File: config.mk
export PLATFORM = sky130hd
export DESIGN_NAME = dats_sequencer
export DESIGN_NICKNAME = d
export VERILOG_FILES = /design/src/design/dats_pkg.sv /design/src/design/dats_alu.sv /design/src/design/dats_regfile.sv /design/src/design/dats_sequencer.sv
export SDC_FILE = /design/constraint.sdc
export NUM_CORES = 1
export LEC_CHECK = 0
export BUFFER_PORTS_ARGS = -buffer_cell sky130_fd_sc_hd__buf_2
export CAP_MARGIN = 20
export CORE_ASPECT_RATIO = 2
export CORE_MARGIN = 2
export CORE_UTILIZATION = 38
export DETAILED_ROUTE_END_ITERATION = 10
export GPL_ROUTABILITY_DRIVEN = 0
export SKIP_LAST_GASP = 1
export SLEW_MARGIN = 25
export SYNTH_ARGS = -nofsm -noshare
export SYNTH_HDL_FRONTEND = slang
export SYNTH_SLANG_ARGS = --single-unit
File: constraint.sdc
create_clock -name clk -period 3.7 [get_ports clk]
set_clock_uncertainty 0.1 [all_clocks]
set_input_delay 0.185 -clock clk [delete_from_list [all_inputs] [get_ports clk]]
set_output_delay 0.185 -clock clk [all_outputs]
set_load 0.01 [all_outputs]
File: src/design/dats_pkg.sv
// Constants and types shared by the director ALU test sequencer
package dats_pkg;
  localparam int unsigned WORD_W = 16;
  localparam int unsigned FILE_ADDR_W = 4;
  localparam int unsigned FILE_DEPTH = 16;
  localparam int unsigned STAGES = 8;
  // Director word fields, bit n of the port is documented bit n
  localparam int unsigned ADDR_LSB = 28;
  localparam int unsigned ADDR_MSB = 31;
  localparam int unsigned OPND_LSB = 8;
  localparam int unsigned OPND_MSB = 23;
  localparam int unsigned TEST_LSB = 24;
  localparam int unsigned TEST_MSB = 26;
  // Positions inside the captured test condition
  localparam int unsigned COND_MAG = 0;
  localparam int unsigned COND_BIT = 1;
  localparam int unsigned COND_DEC = 2;
  // Register port
  localparam int unsigned REG_A_W = 2;
  localparam logic [1:0] REG_CTRL = 2'h0;
  localparam logic [1:0] REG_STATUS = 2'h1;
  localparam logic [1:0] REG_CATCH = 2'h2;
  localparam logic [3:0] PERIOD_RST = 4'h4;
  localparam logic [3:0] PERIOD_MIN = 4'h2;
  localparam int unsigned ST_EQUAL = 0;
  localparam int unsigned ST_POSITIVE = 1;
  localparam int unsigned ST_NEGATIVE = 2;
  localparam int unsigned ST_BITCMP = 3;
  localparam int unsigned ST_BUSY = 4;
  localparam int unsigned ST_DECR = 5;
  localparam int unsigned ST_NOSTORE = 6;
  localparam int unsigned ST_LOAD = 7;
  localparam logic [15:0] WORD_ZERO = 16'h0000;
  localparam logic [15:0] WORD_ONE = 16'h0001;

  typedef enum logic [2:0] {
    ALU_PASS = 3'b000,
    ALU_SUB = 3'b001,
    ALU_DEC = 3'b010,
    ALU_COMP = 3'b011,
    ALU_BIT = 3'b100
  } dats_alu_mode_t;

  typedef enum logic [2:0] {
    LD_IDLE = 3'b000,
    LD_ARMED = 3'b001,
    LD_DRIVE = 3'b010,
    LD_HOLD = 3'b011,
    LD_DONE = 3'b100
  } dats_load_state_t;
endpackage

File: src/design/dats_alu.sv
// Sixteen-bit ALU with zero, upper carry and bit-match outputs
`timescale 1ns/100ps
module dats_alu (
  input wire logic [dats_pkg::WORD_W-1:0] opA,
  input wire logic [dats_pkg::WORD_W-1:0] opB,
  input wire dats_pkg::dats_alu_mode_t mode,
  output logic [dats_pkg::WORD_W-1:0] result,
  output logic equal,
  output logic upperCarry,
  output logic matchLower,
  output logic matchUpper
);
  import dats_pkg::*;
  logic [WORD_W:0] diff;

  // Subtract without carry in is taken as plain A minus B; the borrow is the sign
  assign diff = {1'b0, opA} - {1'b0, opB};
  assign equal = (diff[WORD_W-1:0] == WORD_ZERO);
  assign upperCarry = diff[WORD_W];
  assign matchLower = |(opA[7:0] & opB[7:0]);
  assign matchUpper = |(opA[15:8] & opB[15:8]);

  always_comb begin
    case (mode)
      ALU_SUB: result = diff[WORD_W-1:0];
      ALU_DEC: result = opA - WORD_ONE;
      ALU_COMP: result = ~opA;
      ALU_BIT: result = opA;
      ALU_PASS: result = opA;
      default: result = opA;
    endcase
  end
endmodule // dats_alu

File: src/design/dats_regfile.sv
// Sixteen by sixteen register file, read by default, split byte writes
`timescale 1ns/100ps
module dats_regfile (
  input wire logic clk,
  input wire logic [dats_pkg::FILE_ADDR_W-1:0] addr,
  input wire logic [dats_pkg::WORD_W-1:0] wrData,
  input wire logic writeLower,
  input wire logic writeUpper,
  output logic [dats_pkg::WORD_W-1:0] rdData
);
  import dats_pkg::*;
  logic [WORD_W-1:0] mem [FILE_DEPTH];

  assign rdData = mem[addr];

  always_ff @(posedge clk) begin
    if (writeLower) begin
      mem[addr][7:0] <= wrData[7:0];
    end
    if (writeUpper) begin
      mem[addr][15:8] <= wrData[15:8];
    end
  end
endmodule // dats_regfile

File: src/design/dats_sequencer.sv
// Director execution for test, complement and load-file over a timed ALU chain
//
// What this block does
// - Test bit 24: subtract operand from addressed word, set exactly one of equal/positive/negative.
// - Plain magnitude test leaves the addressed word unchanged; result only reaches flags and the catching register.
// - Test bit 26: magnitude test, and if unequal write the word back minus one.
// - Test bit 25: bitwise compare; any matching position sets the bit-compare flag.
// - Execute strobe with load-file address select loads address bits 28-31; the addressed word is operand A.
// - Execute strobe of test or load-file director captures bits 08-23 as operand B.
// - Execute strobe of test captures bits 24-26; they select which flags may set.
// - Every test director clears all four flags before any result is captured.
// - An eight-stage timing chain, one stage per phase a pulse, sequences ALU directors.
// - Magnitude test sets the ALU to subtract without carry at the first step.
// - Equal on zero difference, negative from upper carry, otherwise positive.
// - Bit compare passes the word through the ALU giving lower and upper match.
// - Third step clocks the three sign flags in subtract mode and the bit-compare flag under bit 25; each sets on its condition.
// - Third step sets decrement state when unequal in test-and-decrement mode.
// - Fifth step captures the ALU output in the catching register.
// - Fifth step of a test sets no-store unless decrementing; no-store suppresses writes.
// - Sixth step drives catch onto file bus, drops read drive, clears operation flop.
// - Seventh step asserts lower and upper write enables and raises ALU done.
// - ALU done sets director done, which clears decrement and no-store and holds off the next director until it and its companion clear.
// - Eighth step ends the chain and preclears director done; companion clears next pulse.
// - Complement inverts the addressed word and writes it back through the same chain.
// - Load code 80 sets load state, blocks next request, drives operand on phase b.
// - After the load write, request next director, clear load states, return to read.
`timescale 1ns/100ps
module dats_sequencer (
  input wire logic clk,
  input wire logic rst_b,
  input wire logic [31:0] directorWord,
  input wire logic executeStrobe,
  input wire logic testDecode,
  input wire logic complementDecode,
  input wire logic loadFileDecode,
  input wire logic loadFileAddressSelect,
  input wire logic [dats_pkg::REG_A_W-1:0] regAddr,
  input wire logic [dats_pkg::WORD_W-1:0] regWrData,
  input wire logic regWrite,
  input wire logic regRead,
  output logic [dats_pkg::WORD_W-1:0] regRdData,
  output logic busy,
  output logic directorDone,
  output logic aluDone,
  output logic nextRequest,
  output logic requestInhibit,
  output logic fileReadDrive,
  output logic catchToFileBus,
  output logic operandToFileBus,
  output logic fileWriteLower,
  output logic fileWriteUpper,
  output logic flagEqual,
  output logic flagPositive,
  output logic flagNegative,
  output logic flagBitCompare
);
  import dats_pkg::*;

  logic [3:0] periodR;
  logic [3:0] divR;
  logic phaseA;
  logic phaseB;
  logic [FILE_ADDR_W-1:0] fileAddrR;
  logic [WORD_W-1:0] operandR;
  logic [2:0] condR;
  logic testOpR;
  logic compOpR;
  logic subModeR;
  logic decR;
  logic noStoreR;
  logic [WORD_W-1:0] catchR;
  logic [STAGES-1:1] chainR;
  logic [STAGES:1] stageFire;
  logic chainStart;
  logic clearCompanionR;
  dats_load_state_t loadStateR;
  dats_load_state_t loadStateNxt;
  dats_alu_mode_t aluMode;
  logic [WORD_W-1:0] fileRdData;
  logic [WORD_W-1:0] fileWrData;
  logic [WORD_W-1:0] aluResult;
  logic aluEqual;
  logic aluUpperCarry;
  logic matchLower;
  logic matchUpper;
  logic busyNow;
  logic accept;
  logic acceptTest;
  logic acceptComp;
  logic acceptLoad;
  logic loadWrite;
  logic loadRelease;
  logic doneSet;
  logic doneClear;
  logic [WORD_W-1:0] statusWord;

  // Internal clock pulses: phase a opens a period, phase b sits half way
  assign phaseA = (divR == 4'h0);
  assign phaseB = (divR == {1'b0, periodR[3:1]});

  always_ff @(posedge clk or negedge rst_b) begin
    if (!rst_b) begin
      divR <= 4'h0;
    end else if (divR >= periodR - 4'h1) begin
      divR <= 4'h0;
    end else begin
      divR <= divR + 4'h1;
    end
  end

  // A new director is taken only when everything from the last one has settled
  assign busyNow = testOpR | compOpR | (|chainR) | directorDone | clearCompanionR
                   | (loadStateR != LD_IDLE);
  assign accept = executeStrobe & ~busyNow;
  assign acceptTest = accept & testDecode;
  assign acceptComp = accept & complementDecode & ~testDecode;
  assign acceptLoad = accept & loadFileDecode & ~testDecode & ~complementDecode;

  always_ff @(posedge clk or negedge rst_b) begin
    if (!rst_b) begin
      fileAddrR <= 4'h0;
    end else if (accept & loadFileAddressSelect) begin
      fileAddrR <= directorWord[ADDR_MSB:ADDR_LSB];
    end
  end

  always_ff @(posedge clk or negedge rst_b) begin
    if (!rst_b) begin
      operandR <= WORD_ZERO;
    end else if (acceptTest | acceptLoad) begin
      operandR <= directorWord[OPND_MSB:OPND_LSB];
    end
  end

  always_ff @(posedge clk or negedge rst_b) begin
    if (!rst_b) begin
      condR <= 3'h0;
    end else if (acceptTest) begin
      condR <= directorWord[TEST_MSB:TEST_LSB];
    end
  end

  // Operation flops; the chain keeps running after they drop at the sixth step
  always_ff @(posedge clk or negedge rst_b) begin
    if (!rst_b) begin
      testOpR <= 1'b0;
      compOpR <= 1'b0;
    end else begin
      if (acceptTest) begin
        testOpR <= 1'b1;
      end else if (stageFire[6]) begin
        testOpR <= 1'b0;
      end
      if (acceptComp) begin
        compOpR <= 1'b1;
      end else if (stageFire[6]) begin
        compOpR <= 1'b0;
      end
    end
  end

  // Timing chain: stage n fires on the pulse after stage n-1; stage 8 only clears
  assign chainStart = (testOpR | compOpR) & ~(|chainR) & ~directorDone;
  assign stageFire[1] = phaseA & chainStart;
  genvar n;
  generate
    for (n = 2; n <= STAGES; n++) begin : g_stage
      assign stageFire[n] = phaseA & chainR[n-1];
    end
  endgenerate

  always_ff @(posedge clk or negedge rst_b) begin
    if (!rst_b) begin
      chainR <= '0;
    end else if (phaseA) begin
      chainR <= stageFire[STAGES-1:1];
    end
  end

  always_ff @(posedge clk or negedge rst_b) begin
    if (!rst_b) begin
      subModeR <= 1'b0;
    end else if (stageFire[1] & testOpR & (condR[COND_MAG] | condR[COND_DEC])) begin
      subModeR <= 1'b1;
    end else if (doneClear) begin
      subModeR <= 1'b0;
    end
  end

  // Mode priority: complement, bit compare, decrement, subtract, pass
  always_comb begin
    if (compOpR) begin
      aluMode = ALU_COMP;
    end else if (testOpR & condR[COND_BIT]) begin
      aluMode = ALU_BIT;
    end else if (decR) begin
      aluMode = ALU_DEC;
    end else if (subModeR) begin
      aluMode = ALU_SUB;
    end else begin
      aluMode = ALU_PASS;
    end
  end

  // Flags stay put until the next test director is accepted
  always_ff @(posedge clk or negedge rst_b) begin
    if (!rst_b) begin
      flagEqual <= 1'b0;
      flagPositive <= 1'b0;
      flagNegative <= 1'b0;
      flagBitCompare <= 1'b0;
    end else if (acceptTest) begin
      flagEqual <= 1'b0;
      flagPositive <= 1'b0;
      flagNegative <= 1'b0;
      flagBitCompare <= 1'b0;
    end else if (stageFire[3] & testOpR) begin
      if (subModeR) begin
        flagEqual <= aluEqual;
        flagNegative <= ~aluEqual & aluUpperCarry;
        flagPositive <= ~aluEqual & ~aluUpperCarry;
      end
      if (condR[COND_BIT]) begin
        flagBitCompare <= matchLower | matchUpper;
      end
    end
  end

  always_ff @(posedge clk or negedge rst_b) begin
    if (!rst_b) begin
      decR <= 1'b0;
    end else if (stageFire[3] & testOpR & condR[COND_DEC] & ~aluEqual) begin
      decR <= 1'b1;
    end else if (directorDone) begin
      decR <= 1'b0;
    end
  end

  always_ff @(posedge clk or negedge rst_b) begin
    if (!rst_b) begin
      catchR <= WORD_ZERO;
    end else if (stageFire[5]) begin
      catchR <= aluResult;
    end
  end

  always_ff @(posedge clk or negedge rst_b) begin
    if (!rst_b) begin
      noStoreR <= 1'b0;
    end else if (stageFire[5] & testOpR & ~decR) begin
      noStoreR <= 1'b1;
    end else if (directorDone) begin
      noStoreR <= 1'b0;
    end
  end

  // Load-file sequence, paced by the two internal phases
  always_comb begin
    loadStateNxt = loadStateR;
    case (loadStateR)
      LD_IDLE: begin
        if (acceptLoad) begin
          loadStateNxt = LD_ARMED;
        end
      end
      LD_ARMED: begin
        if (phaseB) begin
          loadStateNxt = LD_DRIVE;
        end
      end
      LD_DRIVE: begin
        if (phaseB) begin
          loadStateNxt = LD_HOLD;
        end
      end
      LD_HOLD: begin
        if (phaseA) begin
          loadStateNxt = LD_DONE;
        end
      end
      LD_DONE: begin
        if (phaseA) begin
          loadStateNxt = LD_IDLE;
        end
      end
      default: loadStateNxt = LD_IDLE;
    endcase
  end

  assign loadWrite = (loadStateR == LD_DRIVE) & phaseB;
  assign loadRelease = (loadStateR == LD_HOLD) & phaseA;

  always_ff @(posedge clk or negedge rst_b) begin
    if (!rst_b) begin
      loadStateR <= LD_IDLE;
    end else begin
      loadStateR <= loadStateNxt;
    end
  end

  always_ff @(posedge clk or negedge rst_b) begin
    if (!rst_b) begin
      requestInhibit <= 1'b0;
      nextRequest <= 1'b0;
    end else begin
      if (acceptLoad) begin
        requestInhibit <= 1'b1;
      end else if (loadWrite) begin
        requestInhibit <= 1'b0;
      end
      nextRequest <= loadWrite;
    end
  end

  always_ff @(posedge clk or negedge rst_b) begin
    if (!rst_b) begin
      operandToFileBus <= 1'b0;
    end else if ((loadStateR == LD_ARMED) & phaseB) begin
      operandToFileBus <= 1'b1;
    end else if (loadRelease) begin
      operandToFileBus <= 1'b0;
    end
  end

  always_ff @(posedge clk or negedge rst_b) begin
    if (!rst_b) begin
      catchToFileBus <= 1'b0;
    end else if (stageFire[6]) begin
      catchToFileBus <= 1'b1;
    end else if (stageFire[8]) begin
      catchToFileBus <= 1'b0;
    end
  end

  // Read drive falls whenever something else owns the file bus
  always_ff @(posedge clk or negedge rst_b) begin
    if (!rst_b) begin
      fileReadDrive <= 1'b1;
    end else if (stageFire[6] | ((loadStateR == LD_ARMED) & phaseB)) begin
      fileReadDrive <= 1'b0;
    end else if (stageFire[8] | loadRelease) begin
      fileReadDrive <= 1'b1;
    end
  end

  always_ff @(posedge clk or negedge rst_b) begin
    if (!rst_b) begin
      fileWriteLower <= 1'b0;
      fileWriteUpper <= 1'b0;
      aluDone <= 1'b0;
    end else begin
      fileWriteLower <= (stageFire[7] & ~noStoreR) | loadWrite;
      fileWriteUpper <= (stageFire[7] & ~noStoreR) | loadWrite;
      aluDone <= stageFire[7];
    end
  end

  // Director done: set by ALU done or load release, preclear at step 8 or next phase a
  assign doneSet = aluDone | loadRelease;
  assign doneClear = stageFire[8] | ((loadStateR == LD_DONE) & phaseA);

  always_ff @(posedge clk or negedge rst_b) begin
    if (!rst_b) begin
      directorDone <= 1'b0;
    end else if (doneSet) begin
      directorDone <= 1'b1;
    end else if (doneClear) begin
      directorDone <= 1'b0;
    end
  end

  always_ff @(posedge clk or negedge rst_b) begin
    if (!rst_b) begin
      clearCompanionR <= 1'b0;
    end else if (doneSet) begin
      clearCompanionR <= 1'b1;
    end else if (phaseA & ~directorDone) begin
      clearCompanionR <= 1'b0;
    end
  end

  always_ff @(posedge clk or negedge rst_b) begin
    if (!rst_b) begin
      busy <= 1'b0;
    end else begin
      busy <= busyNow;
    end
  end

  assign fileWrData = catchToFileBus ? catchR : operandR;

  dats_regfile u_regfile (
    .clk(clk),
    .addr(fileAddrR),
    .wrData(fileWrData),
    .writeLower(fileWriteLower),
    .writeUpper(fileWriteUpper),
    .rdData(fileRdData)
  );

  dats_alu u_alu (
    .opA(fileRdData),
    .opB(operandR),
    .mode(aluMode),
    .result(aluResult),
    .equal(aluEqual),
    .upperCarry(aluUpperCarry),
    .matchLower(matchLower),
    .matchUpper(matchUpper)
  );

  // Register port: period control, status and the last caught ALU result
  always_ff @(posedge clk or negedge rst_b) begin
    if (!rst_b) begin
      periodR <= PERIOD_RST;
    end else if (regWrite && (regAddr == REG_CTRL)) begin
      // Too short a period would merge the two phases
      periodR <= (regWrData[3:0] < PERIOD_MIN) ? PERIOD_MIN : regWrData[3:0];
    end
  end

  always_comb begin
    statusWord = WORD_ZERO;
    statusWord[ST_EQUAL] = flagEqual;
    statusWord[ST_POSITIVE] = flagPositive;
    statusWord[ST_NEGATIVE] = flagNegative;
    statusWord[ST_BITCMP] = flagBitCompare;
    statusWord[ST_BUSY] = busyNow;
    statusWord[ST_DECR] = decR;
    statusWord[ST_NOSTORE] = noStoreR;
    statusWord[ST_LOAD] = (loadStateR != LD_IDLE);
  end

  always_ff @(posedge clk or negedge rst_b) begin
    if (!rst_b) begin
      regRdData <= WORD_ZERO;
    end else if (regRead) begin
      case (regAddr)
        REG_CTRL: regRdData <= {12'h000, periodR};
        REG_STATUS: regRdData <= statusWord;
        REG_CATCH: regRdData <= catchR;
        default: regRdData <= WORD_ZERO;
      endcase
    end else begin
      regRdData <= WORD_ZERO;
    end
  end
endmodule // dats_sequencer

Word-level counts from Yosys, hierarchy flattened
Memory sizes are Yosys's and may differ from the RTL's.
Index checks and enable logic that the tools add are counted.
- register bits after elaboration: 92
- memory bits (writable): 256
- input port bits: 59
- output and inout bits: 30
- word-level logic and storage cells: 184
- memories kept: 1
- add/subtract/negate cells: 4
- order comparisons: 2
- eq/ne operators: 15
- multiplexer cells: 49
- bitwise operators: 59
- reduce and logical (&&, ||, !) cells: 26
- memories (name ; words ; bits a word ; read ports ; clocked after memory_dff ; write ports ; line ; source):
    u_regfile.mem ; 16 ; 16 ; 1 ; 0 ; 1 ; dats_regfile.sv:12 ; logic [WORD_W-1:0] mem [FILE_DEPTH];
- operators by type and width (operator ; count):
    $pmux W16 S3 ; 2
    $and A1 B1 Y1 ; 34
    $mux W1 ; 34
    $mux W16 ; 2
    $reduce_bool A2 Y1 ; 14
    $mux W3 ; 8
    $sub A16 B16 Y17 ; 1
    $and A8 B8 Y8 ; 2
    $logic_not A16 Y1 ; 1
    $not A16 Y16 ; 1
    $reduce_or A8 Y1 ; 2
    $sub A16 B1 Y16 const B ; 1
    $pmux W3 S5 ; 1
    $or A1 B1 Y1 ; 13
    $eq A3 B2 Y1 const B ; 4
    $ne A2 B2 Y1 const B ; 5
    $not A1 Y1 ; 9
    $mux W4 ; 2
    $reduce_or A7 Y1 ; 1
    $eq A3 B1 Y1 const B ; 2
    $reduce_and A5 Y1 ; 1
    $add A4 B1 Y4 const B ; 1
    $eq A4 B3 Y1 ; 1
    $ge A4 B4 Y1 ; 1
    11 further kinds ; 12

Longest topological paths before layout
Gate-level depths: netlist of run 1.
- depth in word-level cells: 12
- depth in mapped cells: 17
- depth with buffers taken out: 15

Cells and area by module
A second synthesis of run 1 with hierarchy kept.
- cell total of the unflattened synthesis: 1037
- area total of the unflattened synthesis: 15678.8 um^2
- modules (own cells, without submodules) (module ; times used ; cells an instance ; area each (um^2) ; seq. area each (um^2)):
    dats_regfile ; 1 ; 445 ; 9825.7 ; 7687.4
    dats_sequencer ; 1 ; 329 ; 4101.4 ; 2304.7
    dats_alu ; 1 ; 263 ; 1751.7 ; 0.0

Worst setup path after synthesis of run 1
No wires, ideal clock.
- path kind: reg2reg
- from: register fileAddrR[0]
- to: register flagNegative
- setup time: 0.127 ns
- data arrival time: 3.837 ns
- path slack: -0.364 ns
- stages on the path, launching flop included: 16
- path buffers: 2
- clock period less this slack: 4.064 ns
- cells stage by stage: dfrtp_1 -> buf_6 -> buf_2 -> mux4_2 -> a22oi_1 -> nand2_1 -> inv_1 -> ha_1 -> inv_1 -> fa_1 -> xor2_1 -> or3b_2 -> or4_1 -> nor4_1 -> and4_1 -> o21ai_0
- cells in the longest elaborated chain, start to end: 8
- RTL lines (item ; line ; source):
    from (decl) ; dats_sequencer.sv:63 ; logic [FILE_ADDR_W-1:0] fileAddrR;
    from (signal assigned) ; dats_sequencer.sv:123 ; fileAddrR <= directorWord[ADDR_MSB:ADDR_LSB];
    $mem_v2 Z16 W16 * ; -- ;
    $sub A16 B16 Y17 * ; dats_alu.sv:17 ; assign diff = {1'b0, opA} - {1'b0, opB};
    $logic_not A16 Y1 ; dats_alu.sv:18 ; assign equal = (diff[WORD_W-1:0] == WORD_ZERO);
    $not A1 Y1 ; dats_sequencer.sv:220 ; flagNegative <= ~aluEqual & aluUpperCarry;
    $and A1 B1 Y1 * ; dats_sequencer.sv:220 ;
    $mux W1 * ; dats_sequencer.sv:218 ; if (subModeR) begin
    $mux W1 * ; dats_sequencer.sv:217 ; end else if (stageFire[3] & testOpR) begin
    $mux W1 * ; dats_sequencer.sv:212 ; end else if (acceptTest) begin
    to (signal assigned) ; dats_sequencer.sv:220 ;
    to (decl) ; dats_sequencer.sv:54 ; output logic flagNegative,
Every way passes the cells marked *; elsewhere a longest branch is shown, timed or not. The select of a mux whose other input is x is not followed.
A chain may end at the register's enable or synchronous reset.

Final worst setup path of run 1
Same ends and word-level chain as after synthesis.

==> results.md, run 1 <==
- The flow ran to the end, but the final reports show violations.
- The checks that failed: negative setup slack.
- Counting flops with an async set or reset pin after synthesis yields a share of 26.4%.
- The xor-xnor portion of the synthesized cell area is 1.13%.
- The vertical extent of the die is 289 um.
- The post-layout worst setup margin is -0.197 ns.
- The reported leakage power is 7.52 nW.
- The startpoint kind of the worst setup timing path is a flop.
- The number of max-slew violations in the final report came to 0.
- The max-capacitance violation count is 0.
- CTS built an H-tree with a depth of 1.
- The post-synthesis average cell area is 14.5 um^2.
- After filler insertion, the fill cell instance count of the layout stands at 3399.
- The commonest cells after synthesis are sky130_fd_sc_hd__edfxtp_1 (256), sky130_fd_sc_hd__nand2_1 (114), sky130_fd_sc_hd__dfrtp_1 (90).
- The main combinational cell family by area after synthesis is multiplexers.
- The cell with the most instances after synthesis is sky130_fd_sc_hd__edfxtp_1.
- Setup violations remaining at the end of the flow were counted as 8.
- The post-synthesis adder-cell area fraction is 3.37%.
- The mapped cell area is 15500 um^2.
- The clock-pin transition on the worst setup and hold timing paths is 0.08 ns.
- Sequential cells were found to cover 64.6% of the synthesized design area.
- The compound-cell area share of the yosys netlist is 7.91%.
- The worst-margin pin slew is 1.03 ns.
- The number of buffers created by CTS is 30.
- The number of clock sinks seen by CTS is 348.
- When the netlist entered floorplanning its net count stood at 1164.
- The proportion of synthesized area in mux cells is 11.5%.
- After the flow finishes, the layout carries non-filler instances totaling 1895.
- The first-pass GRT wire length is 64800 um.
- The floorplan die area is 42400 um^2.
- The cell row count is 104.
- The fraction of synthesized cell area taken by the top area cell type is 49.7%.
- The average vias per placed instance is 5.37.
- After synthesis, the netlist uses 68 different library cells.
- The clock share of power is 17.4%.
- The most used flip-flop cell after synthesis is sky130_fd_sc_hd__edfxtp_1.
- The net switching power is 7.56 mW.
- The width of the die is 147 um.
- The vias after detailed routing is 10200.
- Subtracting the final worst setup slack from the clock period gives 3.90 ns.
- The flip-flop and latch count after synthesis is 348.
- The cell chosen for the clock root is sky130_fd_sc_hd__clkbuf_16.
- The post-route total power is 19.7 mW.
- Setup repair after global routing could not meet its margin everywhere.
- The number of hold-slack violations in the final timing report is 0.
- The total iterations of the first detailed-routing run is 5.
- The number of antenna violations at the first check in global routing is 0.
- In the final timing run, aggregate negative setup slack is -0.961 ns.
- The worst slew margin relative to its limit is 31.1%.
- The number of cells on the worst hold path is 3.
- During synthesis, Yosys emitted a total of 0 warnings.
- The number of nets in the layout is 1441.
- The final wirelength is 43800 um.
- The starting utilization of the core area is 38.4%.
- Summing the areas of all and, or, nand and nor instances in the mapped netlist gives 9.17% of the synthesized area.
- Of all cell types, the one taking the most synthesized area is sky130_fd_sc_hd__edfxtp_1.
- Compared with the post-synthesis result, the final layout area differs by 28.0%.
- The fmax is 257 MHz.
- STA puts the critical path data required time at 4.07 ns.
- The number of placed instances, taps included, is 1782.
- Combinational logic is responsible for 54.2% of the overall power.
- The wire-length estimate of the detail-placed layout is 31600 um.
- The CTS tree is yes.
- The type of the worst setup path is reg2reg.
- The internal power of the cells totals 12.2 mW.
- The via count of the first global-routing pass is 10800.
- In this run, synthesis inferred 256 flip-flops with an integrated enable.
- The share of power burned in registers is 28.4%.
- The critical path endpoint category is a flop.
- For the worst flop-to-flop path, the logic depth is 14.
- For this run, design rule violations remaining after detail routing come to 0.
- The type of the most critical hold path is in2reg.
- The clock network latency to the later pin of the worst-skew pair is 0.59 ns.
- The total track usage is 20.7%.
- For this design the ratio of total power to cell area is 997 nW/um^2.
- The clock passes through at most 3 buffers.
- The number of ports placed on the die boundary is 89.
- During placement, the flow inserted port buffers numbering 67.
- The ratio of final minimum period to clock period is 105%.
- The remaining antenna violation count is 0.
- Across the VDD grid, the largest voltage drop is 0.000455 V.
- The number of instances in the synthesized netlist is 1064.
- The maximum fanout along the worst path is 8.
- Entering global routing, the biggest net connects 63 pins.
- The wire length per cell is 23.1 um.
- The total congestion overflow after global routing is 0.
- Cells with a size suffix above 1 make up 36.2% of the layout.
- STA puts the critical path data arrival time at 4.27 ns.
- After floorplanning, the core was sized to cover 40200 um^2.
- The final standard cell utilization of the core is 49.2%.
- The violation count after the first detailed-route iteration is 695.
- The proportion of total power due to net switching is 38.3%.
- By area the synthesized netlist is led by sky130_fd_sc_hd__edfxtp_1 (50%), sky130_fd_sc_hd__dfrtp_1 (15%), sky130_fd_sc_hd__mux4_2 (8.5%).
- The repair_antennas step left the layout with diodes totalling 0.
[cell usage in the layout (no fill, tap or decap), types with 11 or more instances in the layout]
cell type	n
sky130_fd_sc_hd__a21o_1	12
sky130_fd_sc_hd__a21oi_1	23
sky130_fd_sc_hd__a22oi_1	13
sky130_fd_sc_hd__a22oi_2	13
sky130_fd_sc_hd__and3_1	11
sky130_fd_sc_hd__buf_2	66
sky130_fd_sc_hd__buf_4	170
sky130_fd_sc_hd__clkbuf_16	31
sky130_fd_sc_hd__dfrtp_1	88
sky130_fd_sc_hd__dlygate4sd3_1	39
sky130_fd_sc_hd__edfxtp_1	256
sky130_fd_sc_hd__ha_1	30
sky130_fd_sc_hd__inv_1	30
sky130_fd_sc_hd__mux2_2	13
sky130_fd_sc_hd__mux4_2	60
sky130_fd_sc_hd__nand2_1	108
sky130_fd_sc_hd__nand3_1	13
sky130_fd_sc_hd__nor2_1	43
sky130_fd_sc_hd__nor2_2	15
sky130_fd_sc_hd__nor2b_1	12
sky130_fd_sc_hd__o21ai_0	61
[path summary, 6_finish.rpt]
check | from | to | slack (ns)
max | fileAddrR[0] | flagNegative | -0.20
min | regWrite | periodR[2] | 0.06
max reg2reg | fileAddrR[0] | flagNegative | -0.20
min reg2reg | requestInhibit | requestInhibit | 0.38
max in group asynchronous | rst_b | periodR[2] | 2.42
min in group asynchronous | rst_b | catchR[15] | 0.13
[flip-flops by register name (all words and copies together) (netlist names), 3 cells and up]
register       flops
fileAddrR          4
divR               4
regRdData         16
periodR            4
catchR            16
operandR          16
condR              3
loadStateR         3
u_regfile.mem    256
chainR             7
[stage by stage]
stage               hold slack (ns)  instance area (um^2)  worst slack, ns
floorplan                    -0.211                 15500         -0.00855
global placement              0.236                 17700           -0.467
detailed placement            0.246                 17700           -0.518
CTS                          0.0217                 19600           -0.199
global route                 0.0562                 19800           -0.363
finish                       0.0597                 19800           -0.197
[per-layer routing]
| layer | track usage, % | vias to the layer above | wire, um | part of all wire, % |
|---|---|---|---|---|
| met2 | 41.1 | 334 | 24700 | 56 |
| met1 | 19.9 | 5081 | 14300 | 33 |
| li1 | - | 4626 | - | - |
| met3 | 2.31 | 135 | 1650 | 3.8 |
| met5 | 0 | - | 0 | 0 |
| met4 | 13.3 | 0 | 3110 | 7.1 |
[worst max-delay path, stage by stage (launching register included)]
cell and delay [ns]:
sky130_fd_sc_hd__dfrtp_4 0.51, sky130_fd_sc_hd__buf_12 0.16, sky130_fd_sc_hd__buf_8 0.14, sky130_fd_sc_hd__buf_6 0.12, sky130_fd_sc_hd__mux4_2 0.41, sky130_fd_sc_hd__a22oi_2 0.17, sky130_fd_sc_hd__nand2_2 0.10, sky130_fd_sc_hd__buf_6 0.13
sky130_fd_sc_hd__fa_2 0.39, sky130_fd_sc_hd__xor2_1 0.19, sky130_fd_sc_hd__or3b_4 0.37, sky130_fd_sc_hd__or4_4 0.46, sky130_fd_sc_hd__nor4_4 0.18, sky130_fd_sc_hd__and4_4 0.27, sky130_fd_sc_hd__o21ai_0 0.09
[logic make-up after synthesis]
logic type | count (synthesis)
mux | 90
flops | 348
simple gates | 289
buf+inv | 81
compound gates | 195
xor+xnor | 20
fa+ha+maj | 41
[what timing repair did]
item                                    4_1_cts  5_1_grt
endpoints found under the setup margin       12       14
pin swaps                                    18       13
resized for setup                            67       39
hold endpoints to repair                    107        0
hold buffers                                 39        0
buffers inserted                             11        7
[power groups by stage]
stage	Sequential, mW	Clock (mW)	Combinational, mW
detailed placement	5.69	0	9.00
global route	5.66	3.62	11.5
global placement	5.68	0	8.89
floorplan	5.58	0	4.94
finish	5.61	3.42	10.7
CTS	5.60	3.50	10.1
[cell type report]
cell class	count	area [um^2]	area share, %
clock buffers	34	797	4.03
clock inverters	22	273	1.38
inverters	35	131	0.664
multi-input cells	635	5670	28.6
flip-flops and latches	348	10000	50.5
well taps	530	663	3.35
repair buffers	291	2250	11.4
Power figures use the tool's default switching activity.
==> run 2, diff against run 1 <==
--- a/config.mk
+++ b/config.mk
@@ -12,6 +12,7 @@
 export CORE_UTILIZATION = 38
 export DETAILED_ROUTE_END_ITERATION = 10
 export GPL_ROUTABILITY_DRIVEN = 0
+export PLACE_DENSITY = 0.67
 export SKIP_LAST_GASP = 1
 export SLEW_MARGIN = 25
 export SYNTH_ARGS = -nofsm -noshare
==> run 2 against run 1 <==
  * The flow still finishes with violations (negative setup slack)
  * Final cell count down 1.5%
  * Register-to-register slack worse by 0.05 ns
  * Non-clock buffer count down 28
  * Critical path type unchanged
  * Power down 3.9%
  * Critical endpoint is now flagPositive
==> results.md, run 2 (same netlist as run 1, synthesis figures left out) <==
- The final wirelength came to 41900 um (-4.2%).
- The pre-CTS worst setup slack came to -0.441 ns (+0.0773 ns).
- The number of clock sinks seen by CTS is 348 (unchanged).
- The worst-margin pin slew is 1.04 ns (+0.0109 ns).
- The total number of H-tree levels is 1 (unchanged).
- The fmax is 253 MHz (-1.3%).
- The setup slack on the worst flop-to-flop path was -0.25 ns (-0.05 ns).
- The slowest stage of the critical path belongs to the cell sky130_fd_sc_hd__dfrtp_4.
- The largest buffer count on any clock path is 3 (unchanged).
- STA classifies the critical path endpoint as a flop.
- The average vias per placed instance is 5.44 (+1.4%).
- The max-capacitance violation count is 0 (unchanged).
- The maximum fanout along the worst path is 9 (+1).
- Leaving out fill and tap cells, the most frequent cell in the layout is sky130_fd_sc_hd__edfxtp_1.
- The required time at the worst-slack endpoint is 4.08 ns (about the same).
- The final standard cell utilization of the core is 48.3% (-0.95 points).
- The number of flip-flops under the largest register name is 256 (unchanged).
- The family with the most delay on the worst path is compound AO/OA/AOI/OAI gates.
- The total iterations of the first detailed-routing run is 5 (unchanged).
- The ratio of final minimum period to clock period came to 107% (+1.4 points).
- The number of max-slew violations in the final report is 0 (unchanged).
- The placed wire-length estimate is 30500 um (-3.3%).
- The sum of negative setup slack came to -1.15 ns (-0.185 ns).
- The number of antenna violations at the first check in global routing is 0 (unchanged).
- The placed standard-cell area is 17500 um^2 (-1.1%).
- From synthesis to final layout, the design area changed by 25.5%.
- The width of the die is 147 um (unchanged).
- The origin of the critical flop-to-flop path is fileAddrR[0].
- The via count of the first global-routing pass is 10800 (-0.45%).
- The post-route total power is 19.0 mW (-3.9%).
- The power density of the placed cells is 977 nW/um^2 (-2.1%).
- The floorplan die area is 42400 um^2 (unchanged).
- The vias after detailed routing is 10200 (-0.16%).
- The final count of negative-setup-slack endpoints is 10 (+2).
- The reported leakage power is 7.34 nW (-2.4%).
- The wire length per cell is 22.5 um (-2.7%).
- The flow ran to the end, but the final reports show violations.
- The layout cell share with drive strength beyond 1 is 33.2% (-3.0 points).
- The signal on the critical path passes through buf_4 -> buf_6 -> buf_12 -> mux4_2 -> a221oi_4 -> inv_2 -> ha_4 -> or2_2 -> a21oi_1 -> a21oi_2 -> o21ai_2 -> mux2i_2 -> nor3b_2 -> and4_4 -> o31ai_1.
- The endpoint arrival time on the critical path is 4.33 ns (+0.06 ns).
- The number of input and output port buffers inserted was 67 (unchanged).
- The largest stage delay on the critical path was 0.51 ns (about the same).
- The clock network latency to the later pin of the worst-skew pair is 0.57 ns (-0.02 ns).
- The startpoint kind of the worst setup timing path is a flop.
- For hold timing, the worst endpoint is periodR[3].
- The area of the placeable core came to 40200 um^2 (unchanged).
- The vertical extent of the die is 289 um (unchanged).
- The number of buffers created by CTS came to 30 (unchanged).
- The remaining antenna violation count is 0 (unchanged).
- The first-pass GRT wire length came to 63300 um (-2.3%).
- TritonCTS built the clock tree.
- The cell row count is 104 (unchanged).
- The endpoint of the worst register-to-register path is flagPositive.
- The final hold slack is 0.0735 ns (+0.0138 ns).
- The violation count after the first detailed-route iteration came to 791 (+14%).
- The type of the most critical hold path is in2reg.
- The number of DRC violations after detailed routing is 0 (unchanged).
- The startpoint identified for the worst hold timing path is regWrite.
- The largest voltage drop on the vdd net is 0.000483 V (+6.1%).
- The number of ports placed on the die boundary is 89 (unchanged).
- The worst slew margin relative to its limit is 30.4% (-0.73 points).
- The cell area after layout is 19400 um^2 (-1.9%).
- The cell chosen for the clock root is sky130_fd_sc_hd__clkbuf_16.
- The starting utilization of the core area is 38.4% (unchanged).
- The minimum clock period is 3.95 ns (+0.0530 ns).
- The type of the worst setup path is reg2reg.
- In the layout the commonest cells are sky130_fd_sc_hd__edfxtp_1 (256), sky130_fd_sc_hd__buf_4 (147), sky130_fd_sc_hd__nand2_1 (108).
- The post-layout worst setup margin came to -0.250 ns (-0.0530 ns).
- The total congestion overflow after global routing is 0 (unchanged).
- The number of nets in the layout is 1413 (-1.9%).
- The number of cells on the worst hold path is 3 (unchanged).
- The non-filler instance count after layout came to 1866 (-1.5%).
- The number of diodes is 0 (unchanged).
- The clock-pin transition on the worst setup and hold timing paths is 0.07 ns (about the same).
- The final reports fail on negative setup slack.
- The maximum number of pins on one net before global-route repair is 77 (+22%).
- The register ranked first by flip-flop count is u_regfile.mem.
- The combined buffer and inverter count along the critical path is 4 (unchanged).
- The number of cells on the worst reg-to-reg path is 15 (+1).
- The number of hold-slack violations in the final timing report is 0 (unchanged).
- The placed instance count is 1757 (-1.4%).
- The total track usage was 19.9% (-0.86 points).
- Setup repair after global routing could not meet its margin everywhere.
[run 2: cell types whose count changed in the layout (fill, tap and decap cells not counted), sizes merged]
cell | before | now
bufinv | 5 | 7
clkinv | 10 | 9
inv | 40 | 36
buf | 252 | 224
clkinvlp | 2 | 1
clkbuf | 34 | 37
[run 2: routing by layer]
metal	GRT usage [%]	share of wire, %	wire, um	up-vias
li1	-	-	-	4570
met1	19.9	33	14000	5098
met2	38.7	56	23400	351
met3	2.09	3.8	1590	141
met4	12.5	6.9	2900	0
met5	0	0	0	-
[run 2: tightest hold or removal path: stages]
cell and delay [ns]:
sky130_fd_sc_hd__buf_2 0.09, sky130_fd_sc_hd__nor3b_1 0.19, sky130_fd_sc_hd__mux2_2 0.24
[run 2: how the worst max path moves through the flow]
stage	start	endpoint	slack [ns]	cells past startpoint
finish	fileAddrR[0]	flagPositive	-0.25	15
global route	fileAddrR[0]	flagPositive	-0.37	15
CTS	fileAddrR[0]	flagNegative	-0.25	14
detailed placement	fileAddrR[0]	flagNegative	-0.44	14
global placement	fileAddrR[0]	flagNegative	-0.46	14
floorplan	fileAddrR[0]	flagNegative	-0.009	15
[run 2: area by class of cell]
cell class	count	area [um^2]
tap	530	663
clock buffer	37	798
clock inverter	18	265
sequential	348	10000
timing repair buffer	263	2020
fill	3355	20800
multi-input combinational	635	5530
inverter	35	131
[run 2: power by group]
part           internal [mW]  total (mW)  switching, mW
registers               5.23        5.65          0.415
logic                   4.56        9.91           5.35
clock network           2.02        3.40           1.38
[run 2: timing repair]
action	4_1_cts	5_1_grt
endpoints found under the setup margin	12	14
hold buffers	39	0
endpoints found under the hold margin	120	0
resized for setup	42	31
pin swaps	13	11
setup buffers	14	2
